### src/adc_iface_pkg.sv
// Constants shared by the converter host interface: register map, setup-word
// fields, pin vector positions and result format codes.
// Assumes a single 50 MHz clock domain; all pins are synchronised inside the interface.
//
// How it works
// - Pin mode takes settings from pins, a few listed bits from the setup word.
// - Register mode uses setup word only, if bits 29 and 28 are both zero.
// - Interface select low runs parallel bus, high runs serial port.
// - Serial frame starts at the falling edge of frame sync.
// - Serial results go out MSB first, changing on shift clock falls.
// - 12 and 14 bit results sit LSB-aligned in 16 bits, sign-extended.
// - Serial configuration input is captured on shift clock falling edges.
// - First output always on, second by its enable or the upper enable, third and fourth together.
// - Four outputs: each carries its pair channel 0 then channel 1.
// - Two outputs: first carries pairs A then C, second pairs B then D.
// - One output carries A0, A1, B0, B1, C0, C1, D0, D1 in order.
// - Results are two's complement with the listed full-scale codes.
// - Parallel bus upper bits carry sign copies for 12 and 14 bit results.
// - A setup write takes effect only when its top bit is one.
// - Serial frames carry setup updates while results shift out.
// - Setup word values in the listed bits stay in force after returning to pin mode.
// - Master pair trigger restarts parallel readout sequencing at channel A0.
// - Result ready rises on a new result load, falls at next read.
package adc_iface_pkg;

  // Register byte offsets
  localparam logic [7:0] OFF_CONTROL = 8'h00;
  localparam logic [7:0] OFF_SETUP = 8'h04;
  localparam logic [7:0] OFF_EFFECTIVE = 8'h08;
  localparam logic [7:0] OFF_STATUS = 8'h0C;

  localparam logic [1:0] RESP_OKAY = 2'h0;
  localparam logic [1:0] RESP_SLVERR = 2'h2;

  // Setup word fields and reset values
  localparam int BIT_UPDATE_ENABLE = 31;
  localparam int BIT_CLOCK_SOURCE = 29;
  localparam int BIT_C28 = 28;
  localparam logic [31:0] SETUP_RESET = 32'h0000_0000;
  localparam logic [31:0] PIN_MODE_REG_MASK = 32'h6C54_23FF;
  localparam logic [31:0] PAR_EXTRA_MASK = 32'h0000_4000;
  localparam logic [1:0] CONTROL_RESET = 2'h0;

  // Resolution codes held in the control register
  localparam logic [1:0] RES_16 = 2'h0;
  localparam logic [1:0] RES_14 = 2'h1;
  localparam logic [1:0] RES_12 = 2'h2;

  // Serial framing
  localparam logic [6:0] SETUP_LAST_BIT = 7'h1F;
  localparam int WORD_BITS = 16;
  localparam int NUM_WORDS = 8;

  // Positions inside the synchronised pin vector
  localparam int PIN_CFG_SRC = 0;
  localparam int PIN_IF_SEL = 1;
  localparam int PIN_FS = 2;
  localparam int PIN_SCLK = 3;
  localparam int PIN_SDI = 4;
  localparam int PIN_SEL_B = 5;
  localparam int PIN_UPPER_PORTS_ENABLE = 6;
  localparam int PIN_TRIG = 7;
  localparam int PIN_CS_N = 8;
  localparam int PIN_RD_N = 9;
  localparam int PIN_WR_N = 10;
  localparam int NUM_PINS = 11;

  // Parallel setup write phase
  typedef enum logic [1:0] {
    PH_HIGH = 2'b01,
    PH_LOW = 2'b10
  } wr_phase_e;

endpackage

### src/adc_host_interface.sv
// Host-facing digital interface of an eight-channel converter: setup word,
// serial and parallel readout, result formatting, AXI4-Lite register access.
// Assumes conversion results arrive on aclk with a one-cycle load pulse; all
// pins come from outside the clock domain and are synchronised here.
//
// Chosen here: register access over AXI4-Lite and the register offsets.
`timescale 1ns/1ns
`default_nettype none
module adc_host_interface (
  input wire logic aclk,
  input wire logic aresetn,
  input wire logic [7:0] s_axi_awaddr,
  input wire logic s_axi_awvalid,
  output logic s_axi_awready,
  input wire logic [31:0] s_axi_wdata,
  input wire logic [3:0] s_axi_wstrb,
  input wire logic s_axi_wvalid,
  output logic s_axi_wready,
  output logic [1:0] s_axi_bresp,
  output logic s_axi_bvalid,
  input wire logic s_axi_bready,
  input wire logic [7:0] s_axi_araddr,
  input wire logic s_axi_arvalid,
  output logic s_axi_arready,
  output logic [31:0] s_axi_rdata,
  output logic [1:0] s_axi_rresp,
  output logic s_axi_rvalid,
  input wire logic s_axi_rready,
  input wire logic [127:0] conv_results,
  input wire logic conv_load,
  input wire logic config_source_select,
  input wire logic interface_select,
  input wire logic [31:0] pin_config,
  input wire logic frame_sync,
  input wire logic shift_clock,
  input wire logic serial_config_in,
  input wire logic second_port_enable,
  input wire logic upper_ports_enable,
  input wire logic master_pair_trigger,
  input wire logic chip_select_n,
  input wire logic read_n,
  input wire logic write_n,
  input wire logic [15:0] parallel_data_bus_in,
  output logic [15:0] parallel_data_bus_out,
  output logic parallel_data_bus_oe,
  output logic serial_out_first,
  output logic serial_out_second,
  output logic serial_out_third,
  output logic serial_out_fourth,
  output logic result_ready,
  output logic [31:0] effective_config
);
  import adc_iface_pkg::*;

  logic [NUM_PINS-1:0] pin_meta, pin_sync, pin_prev;
  logic [31:0] cfg_meta, cfg_sync;
  logic [15:0] db_meta, db_sync;
  logic fs_fall, sclk_fall, rd_fall, rd_rise, wr_rise, trig_rise;
  logic par_mode;
  logic [31:0] setup_word;
  logic [1:0] resolution;
  logic [15:0] out_word [NUM_WORDS];
  logic [6:0] bit_pos, next_pos;
  logic [31:0] sdi_shift;
  logic [2:0] rd_idx;
  logic [15:0] par_high;
  wr_phase_e wr_phase;
  logic [3:0] next_out, port_on, serial_q;
  logic aw_held, w_held;
  logic [7:0] aw_addr_q;
  logic [31:0] w_data_q;
  logic [3:0] w_strb_q;
  logic axi_wr_fire;
  logic [31:0] axi_setup_merged;

  // Sign-extend a raw result to 16 bits for the selected resolution
  function automatic logic [15:0] sign_fill(input logic [15:0] raw, input logic [1:0] res);
    logic [15:0] v;
    v = raw;
    case (res)
      RES_14: v = {{2{raw[13]}}, raw[13:0]};
      RES_12: v = {{4{raw[11]}}, raw[11:0]};
      default: v = raw;
    endcase
    return v;
  endfunction

  // Two-stage synchronisers, then one more stage for edge detection
  always_ff @(posedge aclk) begin
    if (!aresetn) begin
      {pin_meta, pin_sync, pin_prev} <= '0;
      {cfg_meta, cfg_sync, db_meta, db_sync} <= '0;
    end else begin
      pin_meta <= {write_n, read_n, chip_select_n, master_pair_trigger, upper_ports_enable,
                   second_port_enable, serial_config_in, shift_clock, frame_sync,
                   interface_select, config_source_select};
      pin_sync <= pin_meta;
      pin_prev <= pin_sync;
      cfg_meta <= pin_config;
      cfg_sync <= cfg_meta;
      db_meta <= parallel_data_bus_in;
      db_sync <= db_meta;
    end
  end

  assign par_mode = !pin_sync[PIN_IF_SEL];
  // frame starts on frame sync fall
  assign fs_fall = !par_mode && pin_prev[PIN_FS] && !pin_sync[PIN_FS];
  assign sclk_fall = !par_mode && !pin_sync[PIN_FS] && pin_prev[PIN_SCLK] && !pin_sync[PIN_SCLK];
  assign rd_fall = par_mode && !pin_sync[PIN_CS_N] && pin_prev[PIN_RD_N] && !pin_sync[PIN_RD_N];
  assign rd_rise = par_mode && !pin_prev[PIN_RD_N] && pin_sync[PIN_RD_N];
  assign wr_rise = par_mode && !pin_sync[PIN_CS_N] && !pin_prev[PIN_WR_N] && pin_sync[PIN_WR_N];
  assign trig_rise = !pin_prev[PIN_TRIG] && pin_sync[PIN_TRIG];

  // output register loads sign-extended two's complement results
  always_ff @(posedge aclk) begin
    if (!aresetn) begin
      for (int i = 0; i < NUM_WORDS; i++) begin
        out_word[i] <= '0;
      end
    end else if (conv_load) begin
      for (int i = 0; i < NUM_WORDS; i++) begin
        out_word[i] <= sign_fill(conv_results[127 - i*WORD_BITS -: WORD_BITS], resolution);
      end
    end
  end

  // bit position restarts each frame and keeps counting
  always_comb begin
    next_pos = bit_pos;
    if (fs_fall) begin
      next_pos = '0;
    end else if (sclk_fall) begin
      next_pos = bit_pos + 7'h01;
    end
  end

  always_ff @(posedge aclk) begin
    if (!aresetn) begin
      bit_pos <= '0;
    end else begin
      bit_pos <= next_pos;
    end
  end

  // port enables from the two select pins
  assign port_on = {{2{pin_sync[PIN_UPPER_PORTS_ENABLE]}}, pin_sync[PIN_SEL_B] | pin_sync[PIN_UPPER_PORTS_ENABLE], 1'b1};

  // Per-port word selection; the pattern wraps so words keep cycling
  for (genvar p = 0; p < 4; p++) begin : g_port
    localparam logic [1:0] PI = 2'(p);
    logic [2:0] idx;
    always_comb begin
      idx = next_pos[6:4];
      if (pin_sync[PIN_UPPER_PORTS_ENABLE]) begin
        // pair channel 0 then channel 1
        idx = {PI, next_pos[4]};
      end else if (pin_sync[PIN_SEL_B]) begin
        // pairs A,C on first and B,D on second
        idx = {next_pos[5], PI[0], next_pos[4]};
      end else begin
        // all eight words on the first output
        idx = next_pos[6:4];
      end
      next_out[p] = port_on[p] & out_word[idx][4'hF - next_pos[3:0]];
    end
  end

  // outputs change at frame start or shift clock fall, or drop low when their port is switched off
  always_ff @(posedge aclk) begin
    if (!aresetn) begin
      serial_q <= '0;
    end else if (fs_fall || sclk_fall) begin
      serial_q <= next_out;
    end else begin
      // A port switched off goes quiet now rather than at the next frame
      serial_q <= serial_q & port_on;
    end
  end

  assign serial_out_first = serial_q[0];
  assign serial_out_second = serial_q[1];
  assign serial_out_third = serial_q[2];
  assign serial_out_fourth = serial_q[3];

  // capture setup bits while results shift out
  always_ff @(posedge aclk) begin
    if (!aresetn) begin
      sdi_shift <= '0;
    end else if (sclk_fall && bit_pos <= SETUP_LAST_BIT) begin
      sdi_shift <= {sdi_shift[30:0], pin_sync[PIN_SDI]};
    end
  end

  // Parallel readout; trigger restarts the word index
  always_ff @(posedge aclk) begin
    if (!aresetn) begin
      rd_idx <= '0;
      parallel_data_bus_out <= '0;
      parallel_data_bus_oe <= 1'b0;
    end else begin
      if (rd_fall) begin
        // words already carry sign copies in the top bits
        parallel_data_bus_out <= out_word[rd_idx];
        parallel_data_bus_oe <= 1'b1;
      end else if (rd_rise || pin_sync[PIN_CS_N] || !par_mode) begin
        parallel_data_bus_oe <= 1'b0;
      end
      if (trig_rise) begin
        rd_idx <= '0;
      end else if (rd_rise && parallel_data_bus_oe) begin
        rd_idx <= rd_idx + 3'h1;
      end
    end
  end

  // two separately framed 16-bit writes, high half first
  always_ff @(posedge aclk) begin
    if (!aresetn) begin
      wr_phase <= PH_HIGH;
      par_high <= '0;
    end else if (wr_rise) begin
      case (wr_phase)
        PH_HIGH: begin
          par_high <= db_sync;
          wr_phase <= PH_LOW;
        end
        PH_LOW: wr_phase <= PH_HIGH;
        default: wr_phase <= PH_HIGH;
      endcase
    end
  end

  // AXI write strobes merged onto the current setup word
  always_comb begin
    axi_setup_merged = setup_word;
    for (int b = 0; b < 4; b++) begin
      if (w_strb_q[b]) begin
        axi_setup_merged[b*8 +: 8] = w_data_q[b*8 +: 8];
      end
    end
  end

  assign axi_wr_fire = aw_held && w_held && !s_axi_bvalid;

  // setup word updates only with top bit set and is retained
  always_ff @(posedge aclk) begin
    if (!aresetn) begin
      setup_word <= SETUP_RESET;
    end else if (axi_wr_fire && aw_addr_q == OFF_SETUP) begin
      if (axi_setup_merged[BIT_UPDATE_ENABLE]) begin
        setup_word <= axi_setup_merged;
      end
    end else if (sclk_fall && bit_pos == SETUP_LAST_BIT) begin
      // serial word discarded when first bit is zero
      if (sdi_shift[30]) begin
        setup_word <= {sdi_shift[30:0], pin_sync[PIN_SDI]};
      end
    end else if (wr_rise && wr_phase == PH_LOW) begin
      // parallel pair discarded when first bit is zero
      if (par_high[15]) begin
        setup_word <= {par_high, db_sync};
      end
    end
  end

  // effective configuration from pins or setup word
  always_ff @(posedge aclk) begin
    if (!aresetn) begin
      effective_config <= SETUP_RESET;
    end else if (pin_sync[PIN_CFG_SRC] && !setup_word[BIT_CLOCK_SOURCE]
                 && !setup_word[BIT_C28]) begin
      effective_config <= setup_word;
    end else if (par_mode) begin
      effective_config <= (setup_word & (PIN_MODE_REG_MASK | PAR_EXTRA_MASK))
                          | (cfg_sync & ~(PIN_MODE_REG_MASK | PAR_EXTRA_MASK));
    end else begin
      effective_config <= (setup_word & PIN_MODE_REG_MASK) | (cfg_sync & ~PIN_MODE_REG_MASK);
    end
  end

  // ready on new load, cleared by next read; a load wins over a clear
  always_ff @(posedge aclk) begin
    if (!aresetn) begin
      result_ready <= 1'b0;
    end else if (conv_load) begin
      result_ready <= 1'b1;
    end else if (rd_fall || fs_fall) begin
      result_ready <= 1'b0;
    end
  end

  // Control register: result resolution
  always_ff @(posedge aclk) begin
    if (!aresetn) begin
      resolution <= CONTROL_RESET;
    end else if (axi_wr_fire && aw_addr_q == OFF_CONTROL && w_strb_q[0]) begin
      resolution <= w_data_q[1:0];
    end
  end

  // AXI write channels; address and data accepted in either order
  always_ff @(posedge aclk) begin
    if (!aresetn) begin
      {aw_held, w_held, s_axi_awready, s_axi_wready, s_axi_bvalid} <= '0;
      aw_addr_q <= '0;
      w_data_q <= '0;
      w_strb_q <= '0;
      s_axi_bresp <= RESP_OKAY;
    end else begin
      s_axi_awready <= !aw_held && !(s_axi_awvalid && s_axi_awready) && !s_axi_bvalid;
      s_axi_wready <= !w_held && !(s_axi_wvalid && s_axi_wready) && !s_axi_bvalid;
      if (s_axi_awvalid && s_axi_awready) begin
        aw_held <= 1'b1;
        aw_addr_q <= s_axi_awaddr;
      end
      if (s_axi_wvalid && s_axi_wready) begin
        w_held <= 1'b1;
        w_data_q <= s_axi_wdata;
        w_strb_q <= s_axi_wstrb;
      end
      if (axi_wr_fire) begin
        aw_held <= 1'b0;
        w_held <= 1'b0;
        s_axi_bvalid <= 1'b1;
        // Only control and setup words are writable
        s_axi_bresp <= (aw_addr_q == OFF_CONTROL || aw_addr_q == OFF_SETUP)
                       ? RESP_OKAY : RESP_SLVERR;
      end else if (s_axi_bvalid && s_axi_bready) begin
        s_axi_bvalid <= 1'b0;
      end
    end
  end

  // AXI read channel with one-cycle answer
  always_ff @(posedge aclk) begin
    if (!aresetn) begin
      s_axi_arready <= 1'b0;
      s_axi_rvalid <= 1'b0;
      s_axi_rdata <= '0;
      s_axi_rresp <= RESP_OKAY;
    end else begin
      s_axi_arready <= !s_axi_rvalid && !(s_axi_arvalid && s_axi_arready);
      if (s_axi_arvalid && s_axi_arready) begin
        s_axi_rvalid <= 1'b1;
        s_axi_rresp <= RESP_OKAY;
        case (s_axi_araddr)
          OFF_CONTROL: s_axi_rdata <= {30'h0, resolution};
          OFF_SETUP: s_axi_rdata <= setup_word;
          OFF_EFFECTIVE: s_axi_rdata <= effective_config;
          OFF_STATUS: s_axi_rdata <= {24'h00_0000, bit_pos[6:5], pin_sync[PIN_UPPER_PORTS_ENABLE],
                                      pin_sync[PIN_SEL_B], result_ready, !pin_sync[PIN_FS],
                                      pin_sync[PIN_IF_SEL], pin_sync[PIN_CFG_SRC]};
          default: begin
            s_axi_rdata <= '0;
            s_axi_rresp <= RESP_SLVERR;
          end
        endcase
      end else if (s_axi_rvalid && s_axi_rready) begin
        s_axi_rvalid <= 1'b0;
      end
    end
  end

endmodule // adc_host_interface
`default_nettype wire

### config.mk
export PLATFORM = sky130hd
export DESIGN_NAME = adc_host_interface
export DESIGN_NICKNAME = d
export VERILOG_FILES = /design/src/adc_iface_pkg.sv /design/src/adc_host_interface.sv
export SDC_FILE = /design/constraint.sdc
export NUM_CORES = 1
export LEC_CHECK = 0
export BUFFER_PORTS_ARGS = -buffer_cell sky130_fd_sc_hd__clkbuf_2
export CORE_UTILIZATION = 35
export CTS_CLUSTER_SIZE = 28
export DETAILED_ROUTE_END_ITERATION = 10
export GPL_TIMING_DRIVEN = 0
export MAX_ROUTING_LAYER = met4
export SETUP_SLACK_MARGIN = 0.3
export SLEW_MARGIN = 0
export SYNTH_ARGS = -nofsm -noshare
export SYNTH_HDL_FRONTEND = slang
export SYNTH_SLANG_ARGS = --single-unit
### constraint.sdc
create_clock -name aclk -period 6.4 [get_ports aclk]
set_input_delay 0.96 -clock aclk [delete_from_list [all_inputs] [get_ports aclk]]
set_output_delay 0.96 -clock aclk [all_outputs]
set_load 0.02 [all_outputs]
==> out/summary.txt <==
status = finished, final reports clean
grt ovf = 0
Final Cycle Share = 69.7%
Port-buffer cells = 318
average wire per standard cell = 25.8 um
core area = 0.0590 mm2
die width = 246 um
synthesis-stage register bit count = 447
number of synthesized flops with an enable pin = 128
most instantiated cells after synthesis = nand2_1, dfxtp_1, and2_1, clkbuf_1, mux2i_1
Area contributors post-synth = dfxtp_1, edfxtp_1, nand2_1
Die H = 246 um
RD Place Congestion = 0.965
post-CTS setup buffer count = 0
Placed Cells = 3205
post-route cell area = 0.0252 mm2
WL final = 85000 um
HPWL after detailed placement = 65700 um
Yosys cell types = 77
worst reg-to-reg path cell count = 14
TritonCTS Sinks = 447
hold path startpoint = db_meta[2]$_SDFF_PN0_
RSZ-0062 raised after global routing = no
most frequent cell after synthesis = nand2_1
Max FO, Critical Path = 10
Fmax achieved = 224 MHz
first-pass GRT wire length = 121000 um
peak supply drop = 0.219 mV
final setup vio count = 0
total of max-cap violations = 0
Hold Slack = 0.429 ns
Mean Syn Cell Area = 9.91 um2
Synthesis Warnings = 0
LEAKAGE = 9.76 nW
leading area contributor after synthesis = dfxtp_1
initial antenna violation count = 2
final routed DRC violation total = 0
RR Startpoint = pin_sync[1]$_SDFF_PN0_
share of post-route cells with drive strength above 1 = 20.1%
Synth-to-Final Area Change = 20.4%
Root Buffer = clkbuf_16
DR vias = 18300
post-CTS sizing = 0
non-filler instance count after layout = 3297
post-route core utilization = 42.7%
post-synthesis sequential area ratio = 48.9%
Clock Pin Slew Worst Setup and Hold Paths = 0.06 ns
Hold Path Class = register to register
relative slew slack = 10.5%
std cell rows = 89
H-tree depth = 2
fin nets = 2735
CTS tree = built
initial core utilization = 35.4%
worst-margin pin slew = 1.32 ns
Synth Flop Type = dfxtp_1
vias in the first global route = 17800
startpoint types = register
critical path arrival = 4.92 ns
max-slew violation count = 0
post-synth top area share = 30.5%
Crit. End Element = register
Post-synth ARST share = 0%
total CTS buffers = 50
Total GRT Usage = 28.4%
worst setup path category = register to register
PwrDens = 262 mW/mm2
largest net degree at the start of global routing = 63
Pre-antenna DRT Iters = 7
Ports = 342
vias per cell = 5.56
Fin. Hold Viols = 0
Worst Hold Depth = 1
clk_lat worst skew = 0.64 ns
Critical Path Source = pin_sync[1]$_SDFF_PN0_
initial drt markers = 1616
required time of the critical path = 6.87 ns
full die area = 0.0608 mm2
Overall Power = 6.60 mW
Synth Instances = 2111
minimum clock period = 4.46 ns
Placed Area = 0.0235 mm2
clock skew = 0.0591 ns
Syn Std Cell Area = 0.0209 mm2
cts hold-fix bufs = 0
DRT antenna net count = 0
Clock Path Buffers = 3
-- logic make-up (layout without fill, tap and decap cells) --
kind of cell	Yosys count	count (layout)	share of synthesized area, %
muxes	198	198	12.8
DFF	447	447	48.9
buffers and inverters	183	594	3.86
AOI/OAI and AO/OA	457	457	14.7
adders and majority gates	5	5	0.287
xor gates and xnor gates	6	6	0.251
other	1	3	0.0179
and+or+nand+nor	814	814	19.2
-- per-stage QoR --
step           setup slack, ns  setup TNS, ns
6_report                  1.94              0
5_1_grt                   1.79              0
4_1_cts                   2.11              0
3_5_place_dp              2.15              0
3_3_place_gp             -1.37        -173.39
2_1_floorplan             1.41              0
-- layout make-up --
| cell class | count | area (um2) |
|---|---|---|
| diodes | 1 | 2.50 |
| plain buffers | 173 | 769 |
| clock buffers | 78 | 1460 |
| clock inverters | 13 | 190 |
| fillers | 5846 | 33800 |
| inverters | 10 | 37.5 |
| multi-input cells | 1482 | 9900 |
| flip-flops and latches | 447 | 10200 |
| well taps | 773 | 967 |
| repair buffers | 320 | 1650 |
-- routing by layer --
| metal | vias to the layer above | global-route usage, % | part of all wire (%) |
|---|---|---|---|
| li1 | 8267 | - | - |
| met5 | - | - | 0 |
| met1 | 9007 | 36.9 | 43 |
| met4 | 0 | 10.1 | 3.6 |
| met2 | 884 | 45.0 | 47 |
| met3 | 165 | 3.89 | 7.1 |
-- cell usage in the layout (no fill, tap or decap), types with 44 or more instances in the layout --
| cell | count |
|---|---|
| edfxtp_1 | 128 |
| dfxtp_1 | 319 |
| clkbuf_2 | 318 |
| mux4_2 | 55 |
| a21oi_1 | 67 |
| mux2i_1 | 131 |
| o21ai_0 | 117 |
| nand2_1 | 433 |
| and2_1 | 172 |
| clkbuf_1 | 152 |
| and3_1 | 80 |
| clkbuf_16 | 51 |
| a21boi_0 | 119 |
| a22oi_1 | 44 |
-- worst max-delay path, cell delays in order, from the launching register on --
cell and delay [ns]:
dfxtp_1 0.32, buf_6 0.15, nand4bb_1 0.27, buf_2 0.30, nor4_2 0.47, o211a_1 0.21
buf_4 0.25, buf_6 0.24, buf_4 0.30, mux4_2 0.40, and2_1 0.18, a211oi_1 0.22
a211oi_1 0.11, a311oi_1 0.70, nor4_1 0.13
-- final timing paths --
kind,endpoint,slack (ns)
worst min register to register,db_sync[2]$_SDFF_PN0_,0.43
worst min-delay path,db_sync[2]$_SDFF_PN0_,0.43
worst max-delay path,serial_q[2]$_SDFF_PN0_,1.94
worst max register to register,serial_q[2]$_SDFF_PN0_,1.94
-- report_power, final --
part	internal [mW]	switching [mW]
logic	0.223	0.337
registers	3.04	0.0980
clock network	1.66	1.24
-- state kept, by name (all words and copies together), names as in the netlist, 7 cells and up --
| register | flops |
|---|---|
| out_word | 128 |
| effective_config | 32 |
| s_axi_rdata | 32 |
| setup_word | 32 |
| w_data_q | 32 |
| sdi_shift | 31 |
| db_meta | 16 |
| db_sync | 16 |
| par_high | 16 |
| parallel_data_bus_out | 16 |
| cfg_meta | 14 |
| cfg_sync | 14 |
| pin_meta | 11 |
| pin_sync | 11 |
| aw_addr_q | 8 |
| bit_pos | 7 |
Power figures use the tool's default switching activity.
